--- src/olsd_pkg.sv ---
package olsd_pkg;

  localparam int NUM_CH = 5;
  localparam int ADDR_W = 5;
  localparam int DATA_W = 16;

  // Register addresses (register numbers, one per word).
  localparam logic [4:0] ADDR_QUICK = 5'h01;
  localparam logic [4:0] ADDR_CH_FIRST = 5'h02;
  localparam logic [4:0] ADDR_CH_LAST = 5'h06;
  localparam logic [4:0] ADDR_DEVICE = 5'h07;
  localparam logic [4:0] ADDR_IO = 5'h08;
  localparam logic [4:0] ADDR_LED_CTRL = 5'h0d;
  localparam logic [4:0] ADDR_OFF_TEST = 5'h0e;
  localparam logic [4:0] ADDR_IRQ_STATUS = 5'h0f;
  localparam logic [4:0] ADDR_IRQ_CLEAR = 5'h10;
  localparam logic [4:0] ADDR_IRQ_ENABLE = 5'h11;

  // Field positions.
  localparam int BIT_OFF_OPEN = 0;
  localparam int BIT_ON_OPEN = 1;
  localparam int BIT_OVERCURRENT = 2;
  localparam int BIT_THERM_WARN = 5;
  localparam int BIT_THERM_SHUT = 6;
  localparam int BIT_GLOBAL_OPEN = 8;
  localparam int BIT_GLOBAL_OVERLOAD = 9;
  localparam int BIT_GLOBAL_DEVICE = 10;
  localparam int BIT_SUPPLY_LOW = 2;
  localparam int BIT_LED_TRIGGER = 5;
  localparam int BIT_IRQ_TEST_DONE = 5;
  localparam int IRQ_W = 6;

  // Reset values.
  localparam logic [4:0] RST_LED_ENABLE = 5'h00;
  localparam logic [5:0] RST_IRQ_ENABLE = 6'h00;

  // Least PWM duty for a valid on-state result, per frequency range.
  localparam logic [7:0] DUTY_MIN_LOW_MED = 8'h12;
  localparam logic [7:0] DUTY_MIN_HIGH = 8'h11;
  localparam logic [1:0] FREQ_RANGE_HIGH = 2'h2;

  // Off-state test window.
  localparam int CLK_PERIOD_NS = 100;
  localparam int OFF_TEST_WINDOW_NS = 1200000;
  localparam int OFF_TEST_CYCLES = OFF_TEST_WINDOW_NS / CLK_PERIOD_NS;
  localparam int TEST_CNT_W = 14;

  typedef enum logic {
    OLSD_TEST_IDLE = 1'b0,
    OLSD_TEST_RUN = 1'b1
  } olsd_test_t;

  typedef struct packed {
    logic [ADDR_W-1:0] addr;
    logic [DATA_W-1:0] wdata;
    logic wr;
    logic rd;
  } olsd_bus_req_t;

  // Analog comparator results, asynchronous to core_clk.
  typedef struct packed {
    logic [NUM_CH-1:0] below_on_thr;
    logic [NUM_CH-1:0] below_led_thr;
    logic [NUM_CH-1:0] below_off_thr;
    logic [NUM_CH-1:0] half_supply_comparator;
    logic supply_low_flag;
  } olsd_analog_t;

  // Latched protection flags from neighbouring logic on core_clk.
  typedef struct packed {
    logic [NUM_CH-1:0][2:0] overcurrent;
    logic [NUM_CH-1:0] thermal_warn;
    logic [NUM_CH-1:0] thermal_shut;
  } olsd_fault_t;

  // Output control state from the PWM logic on core_clk.
  typedef struct packed {
    logic [NUM_CH-1:0] on;
    logic [NUM_CH-1:0] full_on;
    logic [NUM_CH-1:0] turn_off;
    logic [NUM_CH-1:0][7:0] duty;
    logic [1:0] freq_range;
  } olsd_chan_ctl_t;

endpackage

--- src/olsd_diag.sv ---
`timescale 1ns/1ps
`default_nettype none
module olsd_diag #(
  parameter int OFF_TEST_LEN = olsd_pkg::OFF_TEST_CYCLES
) (
  input wire logic core_clk,
  input wire logic reset,
  input wire olsd_pkg::olsd_bus_req_t bus_req,
  output logic [olsd_pkg::DATA_W-1:0] bus_rdata,
  input wire olsd_pkg::olsd_analog_t analog_in,
  input wire olsd_pkg::olsd_fault_t fault_in,
  input wire olsd_pkg::olsd_chan_ctl_t chan_ctl,
  output logic [olsd_pkg::NUM_CH-1:0] test_drive,
  output logic irq
);
  import olsd_pkg::*;

  localparam logic [TEST_CNT_W-1:0] TEST_LAST =
    TEST_CNT_W'(OFF_TEST_LEN - 1);

  olsd_analog_t sync1_q;
  olsd_analog_t ana_q;
  logic [NUM_CH-1:0] on_open_flag_q;
  logic [NUM_CH-1:0] off_state_open_flag_q;
  logic [NUM_CH-1:0] on_open_live_q;
  logic [NUM_CH-1:0] off_open_live_q;
  logic [NUM_CH-1:0] led_open_detect_enable_q;
  logic led_open_check_trigger_q;
  logic [IRQ_W-1:0] irq_status_q;
  logic [IRQ_W-1:0] irq_enable_q;
  logic [DATA_W-1:0] rdata_q;
  olsd_test_t test_state_q [NUM_CH];
  logic [TEST_CNT_W-1:0] test_cnt_q [NUM_CH];
  logic [NUM_CH-1:0] test_pass;
  logic [NUM_CH-1:0] test_fail;
  logic [NUM_CH-1:0] on_check;
  logic [NUM_CH-1:0] on_below;
  logic [NUM_CH-1:0] duty_ok;
  logic [NUM_CH-1:0] ch_read;
  logic [NUM_CH-1:0] off_test_start;
  logic [NUM_CH-1:0] channel_summary_flag;
  logic [NUM_CH-1:0] overload;
  logic [NUM_CH-1:0] test_run;
  logic global_open_flag;
  logic global_overload;
  logic [2:0] global_flags;
  logic [IRQ_W-1:0] irq_event;
  logic [DATA_W-1:0] rdata_d;

  // Two flip-flops on every comparator input; the first stage is read only
  // by the second, so a metastable level never reaches the check logic.
  always_ff @(posedge core_clk) begin
    if (reset) begin
      sync1_q <= '0;
      ana_q <= '0;
    end else begin
      sync1_q <= analog_in;
      ana_q <= sync1_q;
    end
  end

  // One-cycle decodes of bus accesses.
  always_comb begin
    for (int i = 0; i < NUM_CH; i++) begin
      ch_read[i] = bus_req.rd &&
        (bus_req.addr == ADDR_CH_FIRST + ADDR_W'(i));
      off_test_start[i] = bus_req.wr && (bus_req.addr == ADDR_OFF_TEST) &&
        bus_req.wdata[i];
    end
  end

  // The one-shot trigger is rebuilt every cycle, so it never stays set and
  // a stale request cannot fire a second comparison.
  always_ff @(posedge core_clk) begin
    if (reset) begin
      led_open_check_trigger_q <= 1'b0;
    end else begin
      led_open_check_trigger_q <= bus_req.wr &&
        (bus_req.addr == ADDR_LED_CTRL) &&
        bus_req.wdata[BIT_LED_TRIGGER];
    end
  end

  // LED-mode enables, one per channel, written beside the trigger.
  always_ff @(posedge core_clk) begin
    if (reset) begin
      led_open_detect_enable_q <= RST_LED_ENABLE;
    end else if (bus_req.wr && bus_req.addr == ADDR_LED_CTRL) begin
      led_open_detect_enable_q <= bus_req.wdata[NUM_CH-1:0];
    end
  end

  // On-state check: the threshold and the sampling moment depend on the
  // LED enable and on whether the output runs full on or PWM. In PWM the
  // current is only meaningful late in the on phase, hence turn-off sampling.
  always_comb begin
    for (int i = 0; i < NUM_CH; i++) begin
      if (chan_ctl.freq_range == FREQ_RANGE_HIGH) begin
        duty_ok[i] = chan_ctl.duty[i] >= DUTY_MIN_HIGH;
      end else begin
        duty_ok[i] = chan_ctl.duty[i] >= DUTY_MIN_LOW_MED;
      end
      if (led_open_detect_enable_q[i]) begin
        on_below[i] = ana_q.below_led_thr[i];
        if (chan_ctl.full_on[i]) begin
          on_check[i] = chan_ctl.on[i] && led_open_check_trigger_q;
        end else begin
          on_check[i] = chan_ctl.on[i] && chan_ctl.turn_off[i] &&
            duty_ok[i];
        end
      end else begin
        on_below[i] = ana_q.below_on_thr[i];
        on_check[i] = chan_ctl.on[i] &&
          (chan_ctl.full_on[i] || (chan_ctl.turn_off[i] && duty_ok[i]));
      end
    end
  end

  // Result of the last on-state comparison; a read uses it to tell
  // whether the open-load condition has gone.
  always_ff @(posedge core_clk) begin
    if (reset) begin
      on_open_live_q <= '0;
    end else begin
      for (int i = 0; i < NUM_CH; i++) begin
        if (on_check[i]) begin
          on_open_live_q[i] <= on_below[i];
        end
      end
    end
  end

  // On-state flag: a detection sets it, and a read of the channel word
  // clears it only when the last comparison found the load present.
  // A detection in the read cycle wins over the clear.
  always_ff @(posedge core_clk) begin
    if (reset) begin
      on_open_flag_q <= '0;
    end else begin
      for (int i = 0; i < NUM_CH; i++) begin
        if (on_check[i] && on_below[i]) begin
          on_open_flag_q[i] <= 1'b1;
        end else if (ch_read[i] && !on_open_live_q[i]) begin
          on_open_flag_q[i] <= 1'b0;
        end
      end
    end
  end

  // Off-state test per channel. A write while the output is commanded on
  // is ignored, since the test current would be swamped by the load.
  // A write while a test already runs is ignored as well.
  always_ff @(posedge core_clk) begin
    if (reset) begin
      for (int i = 0; i < NUM_CH; i++) begin
        test_state_q[i] <= OLSD_TEST_IDLE;
      end
    end else begin
      for (int i = 0; i < NUM_CH; i++) begin
        unique case (test_state_q[i])
          OLSD_TEST_IDLE: begin
            if (off_test_start[i] && !chan_ctl.on[i]) begin
              test_state_q[i] <= OLSD_TEST_RUN;
            end
          end
          OLSD_TEST_RUN: begin
            if (test_fail[i] || test_pass[i]) begin
              test_state_q[i] <= OLSD_TEST_IDLE;
            end
          end
        endcase
      end
    end
  end

  // Window counter: counts run cycles and sits at zero while idle, so
  // every test starts its window from the same point.
  always_ff @(posedge core_clk) begin
    if (reset) begin
      for (int i = 0; i < NUM_CH; i++) begin
        test_cnt_q[i] <= '0;
      end
    end else begin
      for (int i = 0; i < NUM_CH; i++) begin
        if (test_run[i]) begin
          test_cnt_q[i] <= test_cnt_q[i] + 1'b1;
        end else begin
          test_cnt_q[i] <= '0;
        end
      end
    end
  end

  // Test outcome: current above threshold ends the window at once.
  always_comb begin
    for (int i = 0; i < NUM_CH; i++) begin
      test_run[i] = test_state_q[i] == OLSD_TEST_RUN;
      test_fail[i] = test_run[i] && !ana_q.below_off_thr[i];
      test_pass[i] = test_run[i] && ana_q.below_off_thr[i] &&
        (test_cnt_q[i] == TEST_LAST);
    end
  end

  // The output is driven for the whole window and released combinationally
  // on an early current rise, so it drops in the very cycle it is seen.
  assign test_drive = test_run & ~test_fail;

  // Last verdict of the off-state test; a read uses it to tell whether
  // the open load has gone.
  always_ff @(posedge core_clk) begin
    if (reset) begin
      off_open_live_q <= '0;
    end else begin
      for (int i = 0; i < NUM_CH; i++) begin
        if (test_pass[i]) begin
          off_open_live_q[i] <= 1'b1;
        end else if (test_fail[i]) begin
          off_open_live_q[i] <= 1'b0;
        end
      end
    end
  end

  // Off-state flag: untouched while a test runs, written by the verdict,
  // and cleared by a read only when the last verdict found the load.
  always_ff @(posedge core_clk) begin
    if (reset) begin
      off_state_open_flag_q <= '0;
    end else begin
      for (int i = 0; i < NUM_CH; i++) begin
        if (test_pass[i]) begin
          off_state_open_flag_q[i] <= 1'b1;
        end else if (test_fail[i]) begin
          off_state_open_flag_q[i] <= 1'b0;
        end else if (ch_read[i] && !off_open_live_q[i] && !test_run[i]) begin
          off_state_open_flag_q[i] <= 1'b0;
        end
      end
    end
  end

  // Summary, global open and global overload flags follow the latched bits, so they fall only
  // once every underlying bit has been cleared.
  always_comb begin
    for (int i = 0; i < NUM_CH; i++) begin
      overload[i] = |fault_in.overcurrent[i] || fault_in.thermal_shut[i];
      channel_summary_flag[i] = overload[i] || fault_in.thermal_warn[i] ||
        on_open_flag_q[i] || off_state_open_flag_q[i];
    end
    global_open_flag = |(on_open_flag_q | off_state_open_flag_q);
    global_overload = |overload;
    global_flags = {ana_q.supply_low_flag, global_overload, global_open_flag};
  end

  // Read mux; the global flags appear in every word from one to seven.
  always_comb begin
    rdata_d = '0;
    if (bus_req.addr >= ADDR_QUICK && bus_req.addr <= ADDR_DEVICE) begin
      rdata_d[BIT_GLOBAL_DEVICE:BIT_GLOBAL_OPEN] = global_flags;
    end
    for (int i = 0; i < NUM_CH; i++) begin
      if (bus_req.addr == ADDR_CH_FIRST + ADDR_W'(i)) begin
        rdata_d[BIT_OFF_OPEN] = off_state_open_flag_q[i];
        rdata_d[BIT_ON_OPEN] = on_open_flag_q[i];
        rdata_d[BIT_OVERCURRENT +: 3] = fault_in.overcurrent[i];
        rdata_d[BIT_THERM_WARN] = fault_in.thermal_warn[i];
        rdata_d[BIT_THERM_SHUT] = fault_in.thermal_shut[i];
      end
    end
    unique case (bus_req.addr)
      ADDR_QUICK: begin
        rdata_d[NUM_CH-1:0] = channel_summary_flag;
      end
      ADDR_DEVICE: begin
        rdata_d[BIT_SUPPLY_LOW] = ana_q.supply_low_flag;
      end
      ADDR_IO: begin
        // Undefined under low supply; zero is the safe choice.
        rdata_d[NUM_CH-1:0] = ana_q.supply_low_flag ? '0 :
          ana_q.half_supply_comparator;
      end
      ADDR_LED_CTRL: begin
        rdata_d[NUM_CH-1:0] = led_open_detect_enable_q;
      end
      ADDR_OFF_TEST: begin
        rdata_d[NUM_CH-1:0] = test_run;
      end
      ADDR_IRQ_STATUS: begin
        rdata_d[IRQ_W-1:0] = irq_status_q;
      end
      ADDR_IRQ_ENABLE: begin
        rdata_d[IRQ_W-1:0] = irq_enable_q;
      end
      default: begin
      end
    endcase
  end

  // Read data stand in the cycle after the strobe and only there.
  always_ff @(posedge core_clk) begin
    if (reset) begin
      rdata_q <= '0;
    end else if (bus_req.rd) begin
      rdata_q <= rdata_d;
    end else begin
      rdata_q <= '0;
    end
  end

  assign bus_rdata = rdata_q;

  // Interrupt events: a new open-load per channel, and any test finished.
  always_comb begin
    for (int i = 0; i < NUM_CH; i++) begin
      irq_event[i] = (on_check[i] && on_below[i] && !on_open_flag_q[i]) ||
        (test_pass[i] && !off_state_open_flag_q[i]);
    end
    irq_event[BIT_IRQ_TEST_DONE] = |(test_pass | test_fail);
  end

  // Sticky status; an event in the clear cycle survives the clear, so a
  // handler that clears late never loses a fresh event.
  always_ff @(posedge core_clk) begin
    if (reset) begin
      irq_status_q <= '0;
    end else if (bus_req.wr && bus_req.addr == ADDR_IRQ_CLEAR) begin
      irq_status_q <= (irq_status_q & ~bus_req.wdata[IRQ_W-1:0]) |
        irq_event;
    end else begin
      irq_status_q <= irq_status_q | irq_event;
    end
  end

  // Interrupt enables, read back unchanged.
  always_ff @(posedge core_clk) begin
    if (reset) begin
      irq_enable_q <= RST_IRQ_ENABLE;
    end else if (bus_req.wr && bus_req.addr == ADDR_IRQ_ENABLE) begin
      irq_enable_q <= bus_req.wdata[IRQ_W-1:0];
    end
  end

  assign irq = |(irq_status_q & irq_enable_q);

endmodule
`default_nettype wire

--- config.mk ---
export PLATFORM = sky130hd
export DESIGN_NAME = olsd_diag
export DESIGN_NICKNAME = d
export VERILOG_FILES = /design/src/olsd_pkg.sv /design/src/olsd_diag.sv
export SDC_FILE = /design/constraint.sdc
export NUM_CORES = 1
export LEC_CHECK = 0
export ABC_CLOCK_PERIOD_IN_PS = 3450
export BUFFER_PORTS_ARGS = -buffer_cell sky130_fd_sc_hd__buf_2
export CAP_MARGIN = 20
export CORE_MARGIN = 4
export CORE_UTILIZATION = 25
export CTS_CLUSTER_DIAMETER = 100
export CTS_CLUSTER_SIZE = 10
export DETAILED_ROUTE_END_ITERATION = 6
export GPL_TIMING_DRIVEN = 0
export SLEW_MARGIN = 20
export SYNTH_ARGS = -nofsm -noshare
export SYNTH_HDL_FRONTEND = slang
export SYNTH_SLANG_ARGS = --single-unit
--- constraint.sdc ---
create_clock -name core_clk -period 3.45 [get_ports core_clk]
set_clock_uncertainty 0.1 [all_clocks]
set_input_delay 1.035 -clock core_clk [delete_from_list [all_inputs] [get_ports core_clk]]
set_output_delay 1.035 -clock core_clk [all_outputs]
set_load 0.05 [all_outputs]
==> report_table.html <==
<table>
<tr><th>Metric</th><th>Value</th></tr>
<tr><th colspan="2">Placement</th></tr>
<tr><td>Half-perimeter wire length after placement</td><td>between 15 and 20 mm</td></tr>
<tr><td>Number of buffers added on ports</td><td>between 100 and 150</td></tr>
<tr><td>Post-detailed-placement cell area</td><td>between 9000 and 10000 µm²</td></tr>
<tr><td>Routability congestion estimate</td><td>about 0.9</td></tr>
<tr><th colspan="2">Floorplan</th></tr>
<tr><td>Floorplan die height</td><td>~190 µm</td></tr>
<tr><td>Core Box Area</td><td>a little over 30000 µm²</td></tr>
<tr><td>X dimension of the die</td><td>around 190 µm</td></tr>
<tr><td>Site Rows</td><td>64</td></tr>
<tr><td>Count of pins on the block boundary</td><td>150</td></tr>
<tr><td>Initial standard-cell utilization of the core</td><td>25.6%</td></tr>
<tr><td>DIE AREA</td><td>around 35000 µm²</td></tr>
<tr><th colspan="2">Power and ir drop</th></tr>
<tr><td>Power share of the sequential group</td><td>48.6%</td></tr>
<tr><td>Fraction of power spent switching nets</td><td>between 20% and 30%</td></tr>
<tr><td>Design Power</td><td>4.61 mW</td></tr>
<tr><td>Total net switching power</td><td>between 1 and 1.5 mW</td></tr>
<tr><td>Power density of the placed cells</td><td>roughly 470 nW/µm²</td></tr>
<tr><td>Maximum vdd drop</td><td>roughly 370 µV</td></tr>
<tr><td>Combinational group share of total power</td><td>between 10% and 20%</td></tr>
<tr><td>P_leak</td><td>approximately 3.8 nW</td></tr>
<tr><td>Proportion of power drawn by the clock network</td><td>40.6%</td></tr>
<tr><td>Internal power component</td><td>roughly 3.4 mW</td></tr>
<tr><th colspan="2">Timing</th></tr>
<tr><td>Highest clock rate</td><td>346 MHz</td></tr>
<tr><td>Max-slew violation total from the final report</td><td>0</td></tr>
<tr><td>Final critical-path share of the clock period</td><td>83.7%</td></tr>
<tr><td>Actual transition at the worst max-transition pin</td><td>~1.0 ns</td></tr>
<tr><td>Worst rel slew slack</td><td>about 30%</td></tr>
<tr><td>Final min period</td><td>between 2 and 3 ns</td></tr>
<tr><td>RSZ-0062 raised after global routing</td><td>no</td></tr>
<tr><td>Setup violation total in the final timing report</td><td>0</td></tr>
<tr><td>Sum Neg Setup Slack</td><td>0 ns</td></tr>
<tr><td>Fin. Hold Viols</td><td>0</td></tr>
<tr><th colspan="2">Yosys</th></tr>
<tr><td>Synth warnings</td><td>0</td></tr>
<tr><td>Commonest register cell after synthesis</td><td>sky130_fd_sc_hd__dfxtp_1</td></tr>
<tr><td>EDFF count, synth</td><td>60</td></tr>
<tr><td>Avg Synthesized Cell Area</td><td>9.55 µm²</td></tr>
<tr><td>Total of flip-flops plus latches after synthesis</td><td>165</td></tr>
<tr><td>Total standard cell area after synthesis</td><td>between 7000 and 8000 µm²</td></tr>
<tr><td>Synth async-reset ratio</td><td>0%</td></tr>
<tr><td>Post-Synthesis Cells</td><td>830</td></tr>
<tr><td>Sequential-to-total area share from yosys stat</td><td>49.3%</td></tr>
<tr><td>Distinct cell type count of the synthesized netlist</td><td>between 60 and 70</td></tr>
<tr><th colspan="2">Finish</th></tr>
<tr><td>Multi-input gate area</td><td>about 4000 µm²</td></tr>
<tr><td>Layout cell share with drive strength beyond 1</td><td>roughly 17%</td></tr>
<tr><td>Non-Filler Cell Area, Final</td><td>9870 µm²</td></tr>
<tr><td>Antenna fix cells</td><td>0</td></tr>
<tr><td>Fillcell total</td><td>~3200</td></tr>
<tr><td>Growth of design area from synthesis to finish</td><td>24.5%</td></tr>
<tr><td>Layout net count</td><td>1170</td></tr>
<tr><td>Sequential cell area in the final layout</td><td>3900 µm²</td></tr>
<tr><th colspan="2">Drt</th></tr>
<tr><td>Number of nets with antenna violations after detailed routing</td><td>0</td></tr>
<tr><td>Via count</td><td>6837</td></tr>
<tr><td>Total iterations of the first detailed-routing run</td><td>7</td></tr>
<tr><td>WL per Instance</td><td>about 16 µm</td></tr>
<tr><td>DRC marker count from the first detailed-route iteration</td><td>~620</td></tr>
<tr><td>Routed vias/inst</td><td>approximately 4.7</td></tr>
<tr><td>DR DRC count</td><td>0</td></tr>
<tr><td>Total wire length after detailed routing</td><td>~23 mm</td></tr>
<tr><th colspan="2">Worst setup path</th></tr>
<tr><td>Crit. End Element</td><td>register</td></tr>
<tr><td>Capture point of the worst path</td><td>bus_rdata[2]</td></tr>
<tr><td>Cell with the largest stage delay on the worst path</td><td>sky130_fd_sc_hd__nor4b_1</td></tr>
<tr><td>Type of the worst setup path</td><td>in -&gt; reg</td></tr>
<tr><td>Register-to-register setup slack</td><td>roughly 0.96 ns</td></tr>
<tr><td>Crit path buffers/inverters</td><td>2</td></tr>
<tr><td>Depth of the most critical reg-to-reg path</td><td>6</td></tr>
<tr><td>Worst-path cell chain</td><td>buf_2 -&gt; clkbuf_1 -&gt; nor3_1 -&gt; nor4b_1 -&gt; a222oi_1 -&gt; and3_1 -&gt; o22ai_1</td></tr>
<tr><td>Endpoint required time on the critical path</td><td>3.69 ns</td></tr>
<tr><td>CP arrival</td><td>around 3.1 ns</td></tr>
<tr><td>First element of the critical path</td><td>bus_req[20]</td></tr>
<tr><td>Reg-to-reg startpoint</td><td>test_cnt_q[1][5]</td></tr>
<tr><td>Cell family contributing the most delay on the critical path</td><td>simple AND/OR/NAND/NOR gates</td></tr>
<tr><td>Type of origin of the critical path</td><td>input port</td></tr>
<tr><td>Number of logic stages on the critical path including buffering</td><td>7</td></tr>
<tr><td>Capture point of the worst reg-to-reg path</td><td>test_state_q[0]</td></tr>
<tr><td>CP max stage delay</td><td>around 0.88 ns</td></tr>
<tr><td>CP Max Fanout</td><td>10</td></tr>
<tr><th colspan="2">Clocking</th></tr>
<tr><td>Number of gates given a new drive strength after cts</td><td>0</td></tr>
<tr><td>Clock-pin slew on the worst setup and hold paths</td><td>0.06 ns</td></tr>
<tr><td>Maximum level of the CTS H-tree</td><td>4</td></tr>
<tr><td>Post-CTS setup buffer count</td><td>0</td></tr>
<tr><td>Worst skew pair latency</td><td>approximately 0.43 ns</td></tr>
<tr><td>Clock sinks</td><td>between 150 and 200</td></tr>
<tr><td>Cell at the root of the clock tree</td><td>sky130_fd_sc_hd__clkbuf_16</td></tr>
<tr><td>Clock Path Buffers</td><td>2</td></tr>
<tr><td>TritonCTS clock tree</td><td>built</td></tr>
<tr><td>TritonCTS Buffers</td><td>17</td></tr>
<tr><td>Hold-fix buffers, CTS</td><td>0</td></tr>
<tr><th colspan="2">Global route</th></tr>
<tr><td>Total overflow reported by the global router</td><td>0</td></tr>
<tr><td>Vias in the first global route</td><td>~6500</td></tr>
<tr><td>Pin count of the biggest net entering global routing</td><td>17</td></tr>
<tr><td>Global-route wire length before repair</td><td>34.7 mm</td></tr>
<tr><td>Combined global-route utilization of all metal layers</td><td>between 10 and 15%</td></tr>
<tr><td>Number of antenna violations at the first check in global routing</td><td>5</td></tr>
<tr><th colspan="2">Job</th></tr>
<tr><td>Max Cap Viol</td><td>0</td></tr>
<tr><th colspan="2">Worst hold path</th></tr>
<tr><td>Path class of the lowest-slack min-delay path</td><td>reg -&gt; reg</td></tr>
<tr><th colspan="2">Run status</th></tr>
<tr><td>Result of the run</td><td>completed</td></tr>
</table>
power by group through the flow:
stage | Clock [mW] | Sequential (mW) | Combinational (mW)
floorplan | 0 | 2.25 | 0.315
global placement | 0 | 2.28 | 0.485
detailed placement | 0 | 2.28 | 0.493
CTS | 1.92 | 2.24 | 0.496
global route | 2.01 | 2.26 | 0.550
finish | 1.87 | 2.24 | 0.496
cell type report:
type                            instances  area share [%]
Tap cell                              396            5.02
Multi-Input combinational cell        666            40.5
Sequential cell                       165            39.6
Clock inverter                         13            1.50
Timing Repair Buffer                  128            6.49
Buffer                                 42            1.85
Inverter                               17           0.647
Clock buffer                           19            4.39
worst min-delay path by stage:
stage / start / to / slack (ns) / cells past startpoint
floorplan: sync1_q[0] / ana_q[0] / 0.31 / 1
global placement: sync1_q[9] / ana_q[9] / 0.32 / 1
detailed placement: sync1_q[5] / ana_q[5] / 0.32 / 1
CTS: sync1_q[5] / ana_q[5] / 0.34 / 1
global route: sync1_q[13] / ana_q[13] / 0.36 / 1
finish: sync1_q[11] / ana_q[11] / 0.33 / 1
registers in the layout, summed over array words and instances, names as in the netlist:
signal,count
test_cnt_q,70
bus_rdata,10
off_open_live_q,5
ana_q,21
sync1_q,21
led_open_detect_enable_q,5
on_open_flag_q,5
irq_status_q,6
test_state_q,5
led_open_check_trigger_q,1
irq_enable_q,6
off_state_open_flag_q,5
on_open_live_q,5
Yosys cell counts, types with 9 or more instances:
library cell	number	share of area [%]
sky130_fd_sc_hd__and3_1	16	1.3
sky130_fd_sc_hd__nand3_1	37	2.3
sky130_fd_sc_hd__mux2i_1	20	2.5
sky130_fd_sc_hd__nor2_1	104	4.9
sky130_fd_sc_hd__o21ai_0	25	1.6
sky130_fd_sc_hd__nor3_1	22	1.4
sky130_fd_sc_hd__nor2b_1	52	4.1
sky130_fd_sc_hd__a22oi_1	12	1.1
sky130_fd_sc_hd__xnor2_1	18	2.0
sky130_fd_sc_hd__a21oi_1	32	2.0
sky130_fd_sc_hd__inv_1	17	0.81
sky130_fd_sc_hd__xor2_1	38	4.2
sky130_fd_sc_hd__o22ai_1	9	0.71
sky130_fd_sc_hd__nand2_1	48	2.3
sky130_fd_sc_hd__nand4_1	21	1.7
sky130_fd_sc_hd__nand2b_1	20	1.6
sky130_fd_sc_hd__dfxtp_1	105	27
sky130_fd_sc_hd__clkbuf_1	33	1.6
sky130_fd_sc_hd__edfxtp_1	60	23
cells by family (layout without fill, tap and decap cells):
| kind of cell | Yosys count | count (layout) | synth area share, % |
|---|---|---|---|
| fa+ha+maj | 5 | 5 | 0.789 |
| buf+inv | 59 | 219 | 3.11 |
| xor+xnor | 56 | 56 | 6.19 |
| simple gates | 384 | 384 | 25.8 |
| flops | 165 | 165 | 49.3 |
| other cells | 2 | 62 | 0.0948 |
| compound gates | 135 | 135 | 11.7 |
| mux | 24 | 24 | 3.09 |
metrics by stage:
stage / setup slack, ns / hold slack (ns) / cells / utilization (%)
floorplan: 0.723 / 0.314 / 890 / -
detailed placement: 0.159 / 0.323 / 1414 / 30.0
CTS: 0.616 / 0.338 / 1446 / 31.9
global placement: 0.177 / 0.321 / 1414 / 30.0
finish: 0.561 / 0.334 / 1446 / 31.9
global route: 0.537 / 0.359 / 1446 / 31.9
layout by cell type (no fill, tap or decap), types with 16 or more instances in the layout:
| cell type | synthesis | layout |
|---|---|---|
| sky130_fd_sc_hd__mux2i_1 | 20 | 20 |
| sky130_fd_sc_hd__edfxtp_1 | 60 | 60 |
| sky130_fd_sc_hd__conb_1 | 2 | 62 |
| sky130_fd_sc_hd__a21oi_1 | 32 | 32 |
| sky130_fd_sc_hd__nand4_1 | 21 | 21 |
| sky130_fd_sc_hd__inv_1 | 17 | 17 |
| sky130_fd_sc_hd__dfxtp_1 | 105 | 105 |
| sky130_fd_sc_hd__nand2_1 | 48 | 48 |
| sky130_fd_sc_hd__nand3_1 | 37 | 37 |
| sky130_fd_sc_hd__and3_1 | 16 | 16 |
| sky130_fd_sc_hd__buf_2 | 2 | 130 |
| sky130_fd_sc_hd__nor2b_1 | 52 | 52 |
| sky130_fd_sc_hd__xnor2_1 | 18 | 18 |
| sky130_fd_sc_hd__clkbuf_1 | 33 | 35 |
| sky130_fd_sc_hd__xor2_1 | 38 | 38 |
| sky130_fd_sc_hd__nand2b_1 | 20 | 20 |
| sky130_fd_sc_hd__nor2_1 | 104 | 104 |
| sky130_fd_sc_hd__nor3_1 | 22 | 22 |
| sky130_fd_sc_hd__clkbuf_16 | 0 | 17 |
| sky130_fd_sc_hd__o21ai_0 | 25 | 25 |
per-layer routing:
layer / wire length (µm) / share of wire, % / vias up / track usage (%)
met4: 219 / 0.97 / 10 / 3.15
li1: - / - / 3346 / -
met1: 10400 / 46 / 3149 / 18.0
met2: 9560 / 42 / 309 / 19.2
met5: 66 / 0.29 / - / 0
met3: 2360 / 10 / 23 / 4.59
(Power assumes the default switching activity.)
